--- src/logic/aeb_pkg.sv ---
// constants and carrier types for the exchange bus memory master
package aeb_pkg;

  localparam int unsigned ADDR_W       = 16;
  localparam int unsigned DATA_W       = 16;
  localparam int unsigned CLK_PERIOD_NS = 50;
  // microcycle of six steps
  localparam int unsigned STEP_COUNT   = 6;
  localparam logic [2:0]  STEP_LAST    = 3'h5;
  localparam logic [2:0]  STEP_IO      = 3'h3;
  localparam logic [2:0]  STEP_RESET   = 3'h0;
  // settle time between ordered handshake edges, in ns
  localparam int unsigned SETTLE_NS    = 50;
  localparam int unsigned SETTLE_CYC   =
    ((SETTLE_NS + CLK_PERIOD_NS - 1) / CLK_PERIOD_NS) < 1 ? 1 :
    ((SETTLE_NS + CLK_PERIOD_NS - 1) / CLK_PERIOD_NS);
  localparam logic [3:0]  SETTLE_CNT   = 4'(SETTLE_CYC);
  localparam logic [15:0] ADDR_RESET   = 16'h0000;
  localparam logic [15:0] DATA_RESET   = 16'h0000;
  localparam logic [7:0]  CMD_RESET    = 8'h00;

  // handshake outputs to the bus
  typedef struct packed {
    logic attn;       // cycle strobe
    logic mem_sel;    // space select, high for memory
    logic store;      // write/read qualifier, high while writing
    logic drive;      // transceiver direction, high while driving
  } aeb_hs_t;

  // core request for one memory cycle
  typedef struct packed {
    logic        write;
    logic [15:0] addr;
    logic [15:0] wdata;
  } aeb_req_t;

endpackage

--- src/logic/aeb_sync3.sv ---
// three-stage synchroniser with agreement filter for a pin input
`timescale 1ns/1ps
module aeb_sync3
(
  input  wire logic core_clk,
  input  wire logic rst_b,
  input  wire logic pin,
  output logic      level
);

  logic s1;
  logic s2;
  logic s3;

  always_ff @(posedge core_clk or negedge rst_b)
  begin
    if (!rst_b)
    begin
      s1 <= 1'b0;
      s2 <= 1'b0;
      s3 <= 1'b0;
    end
    else
    begin
      s1 <= pin;
      s2 <= s1;
      s3 <= s2;
    end
  end

  // change taken once second and third stages agree
  always_ff @(posedge core_clk or negedge rst_b)
  begin
    if (!rst_b)
      level <= 1'b0;
    else if (s2 == s3)
      level <= s3;
  end

endmodule

--- src/logic/aeb_master.sv ---
// memory read/write master for the shared system bus
`timescale 1ns/1ps
// Behaviour
// RQ1 - read: select, qualifier, address, then strobe
// RQ2 - read ack: drop address, drop direction
// RQ3 - read ack low: latch, strobe, then select
// RQ4 - memory holds data until strobe falls
// RQ5 - write: qualifier, select, direction, address, strobe
// RQ6 - write ack: stop driving address
// RQ7 - write: data out, then drop qualifier
// RQ8 - memory stores on qualifier fall, drops ack
// RQ9 - write end: strobe, then release, select
// RQ10 - handshake steps wait on events only (setup and write data steps wait on the settle count)
// RQ11 - outputs steer transceivers directly
// RQ12 - lines 15..0 address, 7..0 data (code drives and latches data on all 16 lines)
// RQ13 - all masters share same read sequence
// RQ14 - program counter to both operand buses
// RQ15 - read data onto both operand buses
// RQ16 - two-phase clock, six-step microcycle
// RQ17 - fixed steps, stretched for bus I/O
// RQ18 - requester waits for grant
// RQ19 - requester holds request whole operation
// RQ20 - acknowledge synchronised before use
// RQ21 - reset: handshake low, lines released
module aeb_master
(
  input  wire logic            core_clk,
  input  wire logic            rst_b,
  input  wire logic            req_valid,
  input  wire aeb_pkg::aeb_req_t req,
  output logic                 req_done,
  output logic [15:0]          a_bus,
  output logic [15:0]          b_bus,
  output logic                 phase_1,
  output logic                 phase_2,
  output logic [2:0]           step,
  input  wire logic            bus_prio_req,
  output logic                 bus_granted,
  input  wire logic            ack_in,
  input  wire logic [15:0]     bus_in,
  output logic [15:0]          bus_out,
  output logic                 bus_oe,
  output aeb_pkg::aeb_hs_t     hs
);

  typedef enum logic [3:0] {
    AEB_IDLE,
    AEB_SETUP,
    AEB_STROBE,
    AEB_WAIT_ACK,
    AEB_RD_WAIT_DROP,
    AEB_RD_END_SEL,
    AEB_WR_DATA,
    AEB_WR_WAIT_DROP,
    AEB_WR_RELEASE
  } aeb_state_t;

  aeb_state_t  state;
  logic        ack;
  logic        prio;
  logic        is_write;
  logic [15:0] wdata;
  logic [3:0]  settle;
  logic        settled;
  logic        io_hold;
  logic        take;
  // =====================================================
  // input synchronisers
  // =====================================================
  // RQ20 - synchronised acknowledge
  aeb_sync3 u_ack_sync
  (
    .core_clk (core_clk),
    .rst_b    (rst_b),
    .pin      (ack_in),
    .level    (ack)
  );

  aeb_sync3 u_prio_sync
  (
    .core_clk (core_clk),
    .rst_b    (rst_b),
    .pin      (bus_prio_req),
    .level    (prio)
  );
  // =====================================================
  // microcycle sequencer
  // =====================================================
  // RQ18 - no cycle while another master holds bus
  assign take = (state == AEB_IDLE) && req_valid && !prio && !bus_granted && !ack
                && (step == aeb_pkg::STEP_IO);
  // step 3 held from the taking edge on, so a cycle never starts on the way out
  assign io_hold = (step == aeb_pkg::STEP_IO) && ((state != AEB_IDLE) || take);
  // RQ16 - six steps, two phases
  always_ff @(posedge core_clk or negedge rst_b)
  begin
    if (!rst_b)
    begin
      step    <= aeb_pkg::STEP_RESET;
      phase_1 <= 1'b1;
      phase_2 <= 1'b0;
    end
    else
    begin
      phase_1 <= ~phase_1;
      phase_2 <= phase_1;
      // RQ17 - stretch for bus I/O
      if (!io_hold && phase_2)
        step <= (step == aeb_pkg::STEP_LAST) ? aeb_pkg::STEP_RESET : step + 3'h1;
    end
  end
  // =====================================================
  // bus grant to other masters
  // =====================================================
  // RQ19 - stay off bus while request held
  always_ff @(posedge core_clk or negedge rst_b)
  begin
    if (!rst_b)
      bus_granted <= 1'b0;
    else if (state == AEB_IDLE)
      bus_granted <= prio;
  end
  // =====================================================
  // settle counter between ordered edges
  // =====================================================
  assign settled = (settle == 4'h0);
  always_ff @(posedge core_clk or negedge rst_b)
  begin
    if (!rst_b)
      settle <= 4'h0;
    else if (state == AEB_SETUP || state == AEB_WR_DATA)
      settle <= settled ? 4'h0 : settle - 4'h1;
    else
      settle <= aeb_pkg::SETTLE_CNT;
  end
  // =====================================================
  // handshake state machine
  // =====================================================
  // RQ10 - ack steps wait on ack, setup and write data steps on the settle count, the others take one cycle
  // RQ13 - same sequence for any master
  always_ff @(posedge core_clk or negedge rst_b)
  begin
    if (!rst_b)
    begin
      state    <= AEB_IDLE;
      is_write <= 1'b0;
      wdata    <= aeb_pkg::DATA_RESET;
    end
    else
    begin
      case (state)
        AEB_IDLE:
          if (take)
          begin
            is_write <= req.write;
            wdata    <= req.wdata;
            state    <= AEB_SETUP;
          end
        AEB_SETUP:
          if (settled)
            state <= AEB_STROBE;
        AEB_STROBE: state <= AEB_WAIT_ACK;
        AEB_WAIT_ACK:
          if (ack)
            state <= is_write ? AEB_WR_DATA : AEB_RD_WAIT_DROP;
        AEB_RD_WAIT_DROP:
          if (!ack)
            state <= AEB_RD_END_SEL;
        AEB_RD_END_SEL: state <= AEB_IDLE;
        AEB_WR_DATA:
          if (settled)
            state <= AEB_WR_WAIT_DROP;
        AEB_WR_WAIT_DROP:
          if (!ack)
            state <= AEB_WR_RELEASE;
        AEB_WR_RELEASE: state <= AEB_IDLE;
        default: state <= AEB_IDLE;
      endcase
    end
  end
  // =====================================================
  // handshake outputs
  // =====================================================
  always_ff @(posedge core_clk or negedge rst_b)
  begin
    if (!rst_b)
      // RQ21 - handshake idle after reset
      hs <= '0;
    else
    begin
      case (state)
        AEB_IDLE:
          // RQ1 - select and qualifier before strobe
          // RQ5 - direction with address on write
          if (take)
          begin
            hs.mem_sel <= 1'b1;
            hs.store   <= req.write;
            hs.drive   <= 1'b1;
          end
        AEB_STROBE: hs.attn <= 1'b1;
        AEB_WAIT_ACK:
          // RQ2 - read ack drops direction
          if (ack && !is_write)
            hs.drive <= 1'b0;
        AEB_WR_DATA:
          // RQ7 - qualifier falls after data settles
          if (settled)
            hs.store <= 1'b0;
        AEB_RD_WAIT_DROP,
        AEB_WR_WAIT_DROP:
          // RQ3 - strobe first once ack gone
          // RQ9 - strobe first on write too
          if (!ack)
            hs.attn <= 1'b0;
        AEB_RD_END_SEL: hs.mem_sel <= 1'b0;
        AEB_WR_RELEASE:
        begin
          hs.mem_sel <= 1'b0;
          hs.drive   <= 1'b0;
        end
        default: hs <= hs;
      endcase
    end
  end
  // =====================================================
  // bus lines
  // =====================================================
  // RQ11 - oe follows drive, outputs wire to transceivers
  // RQ12 - full 16-bit address, full 16-bit data on the same lines
  always_ff @(posedge core_clk or negedge rst_b)
  begin
    if (!rst_b)
    begin
      bus_out <= aeb_pkg::DATA_RESET;
      bus_oe  <= 1'b0;
    end
    else
    begin
      case (state)
        AEB_IDLE:
          if (take)
          begin
            bus_out <= req.addr;
            bus_oe  <= 1'b1;
          end
        AEB_WAIT_ACK:
          // RQ2 - address off on read ack
          // RQ6 - address replaced by write data
          if (ack)
          begin
            bus_out <= is_write ? wdata : aeb_pkg::DATA_RESET;
            bus_oe  <= is_write;
          end
        AEB_WR_RELEASE:
        begin
          // RQ9 - release with select and direction
          bus_out <= aeb_pkg::DATA_RESET;
          bus_oe  <= 1'b0;
        end
        default: bus_oe <= bus_oe;
      endcase
    end
  end
  // =====================================================
  // operand buses and completion
  // =====================================================
  always_ff @(posedge core_clk or negedge rst_b)
  begin
    if (!rst_b)
    begin
      a_bus    <= aeb_pkg::DATA_RESET;
      b_bus    <= aeb_pkg::DATA_RESET;
      req_done <= 1'b0;
    end
    else
    begin
      req_done <= (state == AEB_RD_END_SEL) || (state == AEB_WR_RELEASE);
      if (take)
      begin
        // RQ14 - address on both operand buses
        a_bus <= req.addr;
        b_bus <= req.addr;
      end
      else if (state == AEB_RD_WAIT_DROP && !ack)
      begin
        // RQ3 - latch data as ack drops
        // RQ4 - memory still drives until strobe falls
        // RQ15 - read data on both operand buses
        a_bus <= bus_in;
        b_bus <= bus_in;
      end
    end
  end

endmodule

--- config.mk ---
export PLATFORM = sky130hd
export DESIGN_NAME = aeb_master
export DESIGN_NICKNAME = d
export VERILOG_FILES = /design/src/logic/aeb_pkg.sv /design/src/logic/aeb_sync3.sv /design/src/logic/aeb_master.sv
export SDC_FILE = /design/constraint.sdc
export NUM_CORES = 1
export LEC_CHECK = 0
export BUFFER_PORTS_ARGS = -buffer_cell sky130_fd_sc_hd__buf_2
export CAP_MARGIN = 30
export CORE_MARGIN = 8
export CORE_UTILIZATION = 50
export DETAILED_ROUTE_END_ITERATION = 8
export PLACE_DENSITY = 0.84
export SETUP_SLACK_MARGIN = 0.4
export SLEW_MARGIN = 10
export SYNTH_ARGS = -nofsm -noshare
export SYNTH_HDL_FRONTEND = slang
export SYNTH_HIERARCHICAL = 1
export SYNTH_SLANG_ARGS = --single-unit
--- constraint.sdc ---
create_clock -name core_clk -period 2.82 [get_ports core_clk]
set_input_delay 0.423 -clock core_clk [delete_from_list [all_inputs] [get_ports core_clk]]
set_output_delay 0.423 -clock core_clk [all_outputs]
set_load 0.005 [all_outputs]
==> After elaboration in Yosys (flattened, before gate mapping) <==
Index checks and enable logic that the tools add are counted.
{ "op_classes": {"n_bitwise": 1, "n_reduce_logical": 34, "n_eq_ne": 20, "addsub": 2, "mux": 28} }
{ "ops": {"columns": ["op", "n"], "rows": [
  ["$mux W16", 5],
  ["$pmux W16 S3", 1],
  ["$mux W4", 8],
  ["$pmux W4 S7", 1],
  ["$eq A4 B3 Y1 const B", 4],
  ["$ne A2 B2 Y1 const B", 7],
  ["$logic_and A1 B1 Y1", 9],
  ["$reduce_and A3 Y1", 3],
  ["$eq A4 B2 Y1 const B", 2],
  ["$logic_not A4 Y1", 2],
  ["$reduce_bool A2 Y1", 4],
  ["$mux W3", 2],
  ["$pmux W1 S2", 3],
  ["$pmux W1 S3", 2],
  ["$reduce_and A2 Y1", 3],
  ["$reduce_and A6 Y1", 1],
  ["$logic_not A1 Y1", 5],
  ["$mux W1", 5],
  ["$eq A4 B1 Y1 const B", 1],
  ["$eq A4 B4 Y1 const B", 1],
  ["$reduce_bool A4 Y1", 1],
  ["$reduce_or A2 Y1", 2],
  ["$sub A4 B1 Y4 const B", 1],
  ["$add A3 B1 Y3 const B", 1],
  ["other kinds (8)", 11]
]} }
{ "word_totals": {"output_inout_bits": 60, "inputBits": 54, "wordCells": 109, "register_bits": 77} }

==> Longest topological paths before layout <==
Gate-level depths: netlist of the first run.
{ "logic_depth": {"ltp_word": 10, "mapped_depth": 9, "mapped_depth_nobuf": 7} }

==> Hierarchy <==
Netlist of the first run, hierarchy kept.
{ "by_module_without_submodules": {"columns": ["mod", "cells_each", "area_per_inst_um2", "n_inst", "seq_area_each_um2"], "rows": [
  ["aeb_master", 274, 3268.1, 1, 1727.9],
  ["aeb_sync3", 5, 111.4, 2, 100.1]
]} }

==> Worst setup path before layout of the first run <==
Ideal clock, no wire load.
{ "synth_path": {"kind": "register to register", "from": "register step[0]", "to": "register bus_out[0]", "required_ns": 2.695, "setup_ns": 0.125, "path_stages_with_launch": 9, "arrival_ns": 1.895, "setup_slack_ns": 0.800, "path_buffers": 1, "period_less_slack_ns": 2.020, "cell_sequence": "dfrtp_1 > and2_1 > ha_1 > nand4bb_1 > nor2_1 > o21ai_1 > a21oi_2 > buf_2 > mux2_2"} }
{ "synth_between": {"elab_chain_cells": 4} }
{ "synth_rtl": {"columns": ["item", "line_no", "source"], "rows": [
  ["start, declared", "aeb_master.sv:36", "output logic [2:0] step,"],
  ["start signal, assigned", "aeb_master.sv:99", "step <= aeb_pkg::STEP_RESET;"],
  ["start signal, assigned", "aeb_master.sv:109", "step <= (step == aeb_pkg::STEP_LAST) ? aeb_pkg::STEP_RESET : step + 3'h1;"],
  ["$eq A3 B2 Y1", "aeb_master.sv:91", "&& (step == aeb_pkg::STEP_IO);"],
  ["$logic_and A1 B1 Y1", "aeb_master.sv:91", null],
  ["$ne A2 B2 Y1 (no source line)", null, null],
  ["$reduce_and A3 Y1 (no source line)", null, null],
  ["end signal, assigned", "aeb_master.sv:235", "bus_out <= aeb_pkg::DATA_RESET;"],
  ["end signal, assigned", "aeb_master.sv:244", "bus_out <= req.addr;"],
  ["end signal, assigned", "aeb_master.sv:252", "bus_out <= is_write ? wdata : aeb_pkg::DATA_RESET;"],
  ["end, declared", "aeb_master.sv:41", "output logic [15:0] bus_out,"]
]} }
Every way passes these cells.
A chain may end at the register's enable or synchronous reset.

==> Worst setup path after layout of the first run <==
{ "layout_path": {"from": "register step[0]", "to": "register bus_out[6]"} }
Same word-level chain as after synthesis.

==> results.py, run 1 <==
metrics = {
    "critical_path": {
        "critPathBufInv": 1,
        "critPathCaptureType": "register",
        "cpLargestDelayFamily": "simple AND/OR/NAND/NOR gates",
        "worstSetupStartpointType": "register",
        "cp_slowest_cell": "dfrtp_1",
        "required_ns": 3.04,
        "path_cells": "and2_1 > ha_1 > nand4bb_1 > nor2_1 > o21ai_1 > a21oi_2 > buf_4 > mux2_2",
        "critPathKind": "reg2reg",
        "slowest_delay_ns": 0.41,
        "arrival_ns": 2.40,
        "worstPathMaxFanout": 12,
    },
    "synthesis": {
        "postSynthNetCount": 339,
        "synth_enable_flop_cells": 0,
        "netlist_top_cells_area": "dfrtp_1 (54%), mux2_2 (8.1%), mux2i_1 (4.9%)",
        "async_reset_ff_share_pct": 100.0,
        "synth.distinct_cells": 48,
        "syn_inst": 284,
        "ys_warn_count": 6,
        "yosys.area.top_type_share_pct": 54.48,
        "yosysSeqAreaShare_pct": 55.23,
        "synth_area_sq_mm": 0.003491,
        "syn_area_per_cell_sq_um": 12.29,
        "synthFlopType": "dfrtp_1",
        "yosysTopAreaCell": "dfrtp_1",
        "synth.ff_latch_count": 77,
    },
    "timing": {
        "fin_crit_sh_pct": 77.20,
        "maxSlewViolCount": 0,
        "max_freq_ghz": 0.4594,
        "worst_pin_slew_ns": 0.5554,
        "skew_ns": 0.01311,
        "setup_tns_ns": 0,
        "max_slew_margin_pct": 62.45,
        "fin_crit_ns": 2.177,
        "whs_ns": 0.1933,
        "final_hold_viol_count": 0,
        "rsz0062_at_grt": "false",
        "setup_viol": 0,
    },
    "job": {
        "max_cap_viol_count": 0,
    },
    "routing": {
        "drt-vias-per-instance": 5.185,
        "firstDrtPassIters": 4,
        "num_vias": 2525,
        "wirelength_mm": 7.848,
        "drc": 0,
        "postRouteAntennaNets": 0,
        "wl_per_cell_microns": 16.11,
        "drt_iter0_markers": 115,
    },
    "placement": {
        "dp_hpwl_mm": 5.769,
        "portBuffers": 113,
        "place_inst": 469,
        "gp_congestion": 0.8318,
    },
    "run_status": {
        "status": "completed",
    },
    "grt": {
        "grt_pass1_wl_mm": 12.61,
        "grt_pass1_vias": 2672,
        "antenna_found_initial": 0,
        "grt_overflow": 0,
        "grt_max_degree": 78,
        "grt_use_total_pct": 16.01,
    },
    "clock_network": {
        "clock_sinks": 77,
        "cts_tree": "done",
        "htreeDepth": 3,
        "postCtsSetupBuffers": 0,
        "cts_root_buf": "clkbuf_8",
        "cts_resized": 0,
        "cts_buffers": 9,
        "cts_buffer_depth": 2,
        "clk_pin_slew_worst_paths_ns": 0.07,
        "clk_latency_ns": 0.34,
    },
    "power_and_ir_drop": {
        "p_seq_share_pct": 41.6,
        "p_sw_w": 0.001483,
        "combPwrFrac_pct": 37.5,
        "finalPower_w": 0.004343,
        "p_leak_nw": 2.086,
        "swShare_pct": 34.16,
        "p_per_area_mw_per_mm2": 1010,
        "clkPwrFrac_pct": 21.0,
        "vdd_ir_drop_max_mv": 0.5305,
        "p_int_w": 0.002860,
    },
    "cells_and_area": {
        "layout_commonest_cell": "buf_2",
        "final_cells": 487,
        "final_layout_size_suffix_gt1_share_pct": 44.50,
        "area_growth_pct": 23.19,
        "n_antenna_cell": 0,
        "post-route-util_pct": 63.30,
        "final_cell_mix": "buf_2 (112), dfrtp_1 (76), mux2_2 (25)",
        "nNetsFinal": 441,
    },
    "die": {
        "die_w_microns": 99.56,
        "rows": 30,
        "die_h_microns": 99.56,
        "num_io_pins": 114,
        "start_util_pct": 51.38,
        "die_area_sq_mm": 0.009911,
        "core_area_sq_mm": 0.006794,
    },
    "worst_hold_path": {
        "hp-class": "in2reg",
    },
}
## logic make-up after synthesis
logic type	share of synthesized area (%)
DFF	55.23
and+or+nand+nor	9.033
buffers and inverters	6.702
muxes	16.49
AOI/OAI and AO/OA	11.04
adders and majority gates	1.003
xor gates and xnor gates	0.5019
## path summary, 6_finish.rpt
check,cells past startpoint,to,from,slack (ns)
max,8,bus_out[6],step[0],0.64
min,1,u_ack_sync/s1,ack_in,0.19
max reg2reg,8,bus_out[6],step[0],0.64
min reg2reg,0,u_ack_sync/s2,u_ack_sync/s1,0.35
max in group asynchronous,3,phase_1,rst_b,1.76
min in group asynchronous,2,settle[3],rst_b,0.46
## metal layers
metal  vias up  GRT usage, %  part of all wire, %
li1       1203             -                    -
met1      1222         18.73                   44
met2        93         25.98                   47
met3         7         6.355                  8.1
met4         0         5.704                  1.1
met5         -             0                    0
## power by group through the flow
stage          Clock [W]  Combinational (W)  Sequential, W
3_5_place_dp           0            0.00165        0.00182
3_3_place_gp           0            0.00160        0.00180
4_1_cts         0.000938            0.00165        0.00181
6_report        0.000911            0.00163        0.00181
2_1_floorplan          0            0.00114        0.00175
5_1_grt         0.000977            0.00179        0.00187
## metrics by stage
stage,setup slack [ns],cell area (sq um)
CTS,0.6252,4263
detailed placement,0.6312,4039
floorplan,0.8005,3491
finish,0.6430,4300
global placement,0.7435,4039
global route,0.5034,4300
## layout make-up
| type | count | area [sq um] |
|---|---|---|
| Fill cell | 551 | 2494 |
| Multi-Input combinational cell | 171 | 1339 |
| Timing Repair Buffer | 122 | 670.6 |
| Inverter | 5 | 18.77 |
| Clock inverter | 6 | 86.33 |
| Sequential cell | 77 | 1928 |
| Tap cell | 96 | 120.1 |
| Clock buffer | 10 | 137.6 |
## cells in the mapped netlist, types with 2 or more instances
master,instances
dfrtp_1,76
mux2_2,25
nand2_1,24
buf_4,20
o21ai_1,18
mux2i_1,17
a22o_1,16
nor2_1,12
mux2_1,11
buf_2,6
inv_1,5
o21ai_0,4
a31oi_1,3
and2_1,3
a21oi_1,2
buf_6,2
clkbuf_1,2
maj3_2,2
nand2b_1,2
nand3_1,2
nor4bb_1,2
o211ai_2,2
o22a_1,2
xnor2_1,2
## sequential cells by signal, summed over array words and instances, names as in the netlist
name / flops
u_ack_sync/s3: 1
step: 3
req_done: 1
settle: 4
bus_oe: 1
is_write: 1
bus_granted: 1
state: 4
u_prio_sync/s2: 1
bus_out: 16
u_prio_sync/s1: 1
u_ack_sync/s2: 1
u_prio_sync/s3: 1
u_prio_sync/level: 1
phase_2: 1
phase_1: 1
hs: 4
wdata: 16
u_ack_sync/level: 1
b_bus: 16
u_ack_sync/s1: 1
## timing repair
action                     4_1_cts  5_1_grt
hold endpoints to repair         0       10
hold buffers                     0        1
setup endpoints to repair        0        0
No activity file was read; power rests on OpenSTA's default activity.
==> inputs of run 2 (changes only) <==
Settings changed: ABC_AREA set to 1, CORE_UTILIZATION 50 to 46, PLACE_DENSITY 0.84 to 0.81.
Clock period 2.82 ns to 1.8 ns, I/O delays scaled along.
==> run 2 against run 1 <==
Sequential power increased by 68%; sequential share of layout area shrank 10 points; setup slack got worse by 0.48 ns; highest routed layer unchanged.
==> results.py, run 2 <==
metrics = {
    "run_status": {
        "status": "completed",
    },
    "placement": {
        "gp_congestion": 0.8285,
        "place_area_sq_mm": 0.004319,
        "portBuffers": 113,
        "dp_hpwl_mm": 7.516,
        "place_worst_setup_slack_ns": 0.1643,
    },
    "grt": {
        "grt_overflow": 0,
        "grt_pass1_vias": 3464,
        "met3_usage_pct": 4.295,
        "antenna_found_initial": 0,
        "grt_use_met1_pct": 22.98,
        "grt_use_total_pct": 19.37,
        "grtUsageMet2_pct": 32.57,
        "grt_pass1_wl_mm": 17.46,
        "grt_max_degree": 33,
        "grt.busiest_layer": "met2",
    },
    "routing": {
        "postRouteAntennaNets": 0,
        "num_vias": 3728,
        "drt_iter0_markers": 278,
        "firstDrtPassIters": 5,
        "wirelength_mm": 12.87,
        "drt-vias-per-instance": 5.288,
        "wl_per_cell_microns": 18.26,
        "drc": 0,
    },
    "synthesis": {
        "yosysTopAreaCell": "dfrtp_1",
        "yosys.area.top_type_share_pct": 50.79,
        "postSynthNetCount": 507,
        "ys_warn_count": 6,
        "synth.distinct_cells": 31,
        "synth_commonest_cells": "nand2_1 (166), dfrtp_1 (76), inv_1 (53), nand3_1 (36)",
        "synth_enable_flop_cells": 0,
        "syn_area_per_cell_sq_um": 8.285,
        "syn_inst": 452,
        "synth.most_common_cell": "nand2_1",
        "synthFlopType": "dfrtp_1",
        "synth_area_sq_mm": 0.003745,
        "synth.ff_latch_count": 77,
        "yosysSeqAreaShare_pct": 51.49,
        "netlist_top_cells_area": "dfrtp_1 (51%), nand2_1 (17%), inv_1 (5.3%)",
        "async_reset_ff_share_pct": 100.0,
    },
    "power_and_ir_drop": {
        "vdd_ir_drop_max_mv": 0.9928,
        "finalPower_w": 0.009064,
        "p_per_area_mw_per_mm2": 1628,
        "p_leak_nw": 3.095,
    },
    "die": {
        "die_h_microns": 106.2,
        "start_util_pct": 46.51,
        "die_area_sq_mm": 0.01128,
        "core_area_sq_mm": 0.008051,
        "die_w_microns": 106.2,
        "rows": 33,
        "num_io_pins": 114,
    },
    "timing": {
        "worst_pin_slew_ns": 0.4240,
        "fin_crit_ns": 1.640,
        "final_hold_viol_count": 0,
        "worst_slack_ns": 0.1600,
        "fin_crit_sh_pct": 91.11,
        "max_freq_ghz": 0.6098,
        "rsz0062_at_grt": "true",
        "setup_tns_ns": 0,
        "maxSlewViolCount": 0,
        "skew_ns": 0.01467,
        "max_slew_margin_pct": 71.73,
        "setup_viol": 0,
    },
    "cells_and_area": {
        "final_cell_mix": "buf_2 (112), nand2_1 (110), dfrtp_1 (72)",
        "multi_input_area_sq_mm": 0.001876,
        "layout_commonest_cell": "buf_2",
        "seq_area_sq_mm": 0.001933,
        "largestRegisters": "b_bus x16, bus_out x16, wdata x16",
        "fin_area_sq_mm": 0.005569,
        "fill_cells": 583,
        "area_growth_pct": 48.71,
        "nNetsFinal": 651,
        "final_layout_size_suffix_gt1_share_pct": 51.83,
        "n_antenna_cell": 0,
        "post-route-util_pct": 69.17,
    },
    "clock_network": {
        "clock_sinks": 77,
        "htreeDepth": 3,
        "cts_buffers": 9,
        "cts_tree": "done",
        "cts_root_buf": "clkbuf_8",
        "clk_pin_slew_worst_paths_ns": 0.09,
        "cts_buffer_depth": 2,
        "clk_latency_ns": 0.35,
    },
    "job": {
        "max_cap_viol_count": 0,
    },
    "worst_hold_path": {
        "hp-class": "in2reg",
    },
    "critical_path": {
        "required_ns": 2.02,
        "critPathKind": "reg2reg",
        "worstSetupStartpointType": "register",
        "critPathCaptureType": "register",
        "worstPathMaxFanout": 6,
        "arrival_ns": 1.86,
    },
}
[run 2: cell count changes in the layout (fill, tap and decap cells not counted), sizes merged, moves of 16 or more]
cell	before	now
a22o	16	0
buf	121	158
inv	5	58
mux2	36	0
mux2i	17	0
nand2	24	171
nand3	2	40
o21ai	23	44
[run 2: where the power goes]
group | leakage (nW) | internal, W | switching, W | total, W
logic | 2.04 | 0.00222 | 0.00251 | 0.00474
registers | 0.961 | 0.00239 | 0.000646 | 0.00304
clock network | 0.0950 | 0.000633 | 0.000654 | 0.00129
[run 2: logic make-up (layout without fill, tap and decap cells)]
logic type,Yosys count,in the layout,share of synthesized area (%)
simple gates,232,232,27.50
fa+ha+maj,1,1,0.3341
flops,77,77,51.49
compound gates,54,54,8.453
buf+inv,88,236,12.23
[run 2: path summary, 6_finish.rpt]
check                          startpoint        endpoint  slack (ns)  cells after the start
hold reg to reg            u_prio_sync/s1  u_prio_sync/s2        0.37                      0
min in group asynchronous           rst_b  u_prio_sync/s1        0.38                      2
max in group asynchronous           rst_b       b_bus[15]        0.78                      3
setup reg to reg                  step[1]        state[1]        0.16                      9
setup / recovery                  step[1]        state[1]        0.16                      9
hold / removal               bus_prio_req  u_prio_sync/s1        0.02                      1
[run 2: per-stage QoR]
stage          hold slack, ns  instances
2_1_floorplan        -0.02559        452
3_3_place_gp           0.2239        648
3_5_place_dp           0.2334        648
4_1_cts               0.01372        690
5_1_grt              0.007036        705
6_report              0.02191        705
[run 2: final cells by class]
cell class,count,share of cell area (%)
Tap cell,105,2.359
Multi-Input combinational cell,287,33.68
Clock buffer,9,2.224
Timing Repair inverter,2,0.3595
Timing Repair Buffer,162,21.30
Clock inverter,6,1.168
Sequential cell,77,34.71
Inverter,57,4.201
[run 2: timing repair]
action,CTS,global route
gates cloned,5,4
hold endpoints to repair,29,0
endpoints found under the setup margin,60,60
pin swaps,10,39
hold buffers,1,0
setup buffers,21,11
resized for setup,53,126
[run 2: layer usage]
metal | part of all wire, % | wire (microns)
met5 | 0 | 0
met4 | 4.7 | 608
met3 | 7.3 | 936
met2 | 51 | 6585
met1 | 37 | 4740
[run 2: worst max-delay path, cell delays in order, from the launching register on]
cell and delay, ns:
dfrtp_1 0.37, nand2_1 0.08, inv_2 0.08, ha_4 0.14
nand2_4 0.06, o21ai_4 0.20, buf_4 0.16, nand2_4 0.09
o21ai_0 0.25, nand2_1 0.08
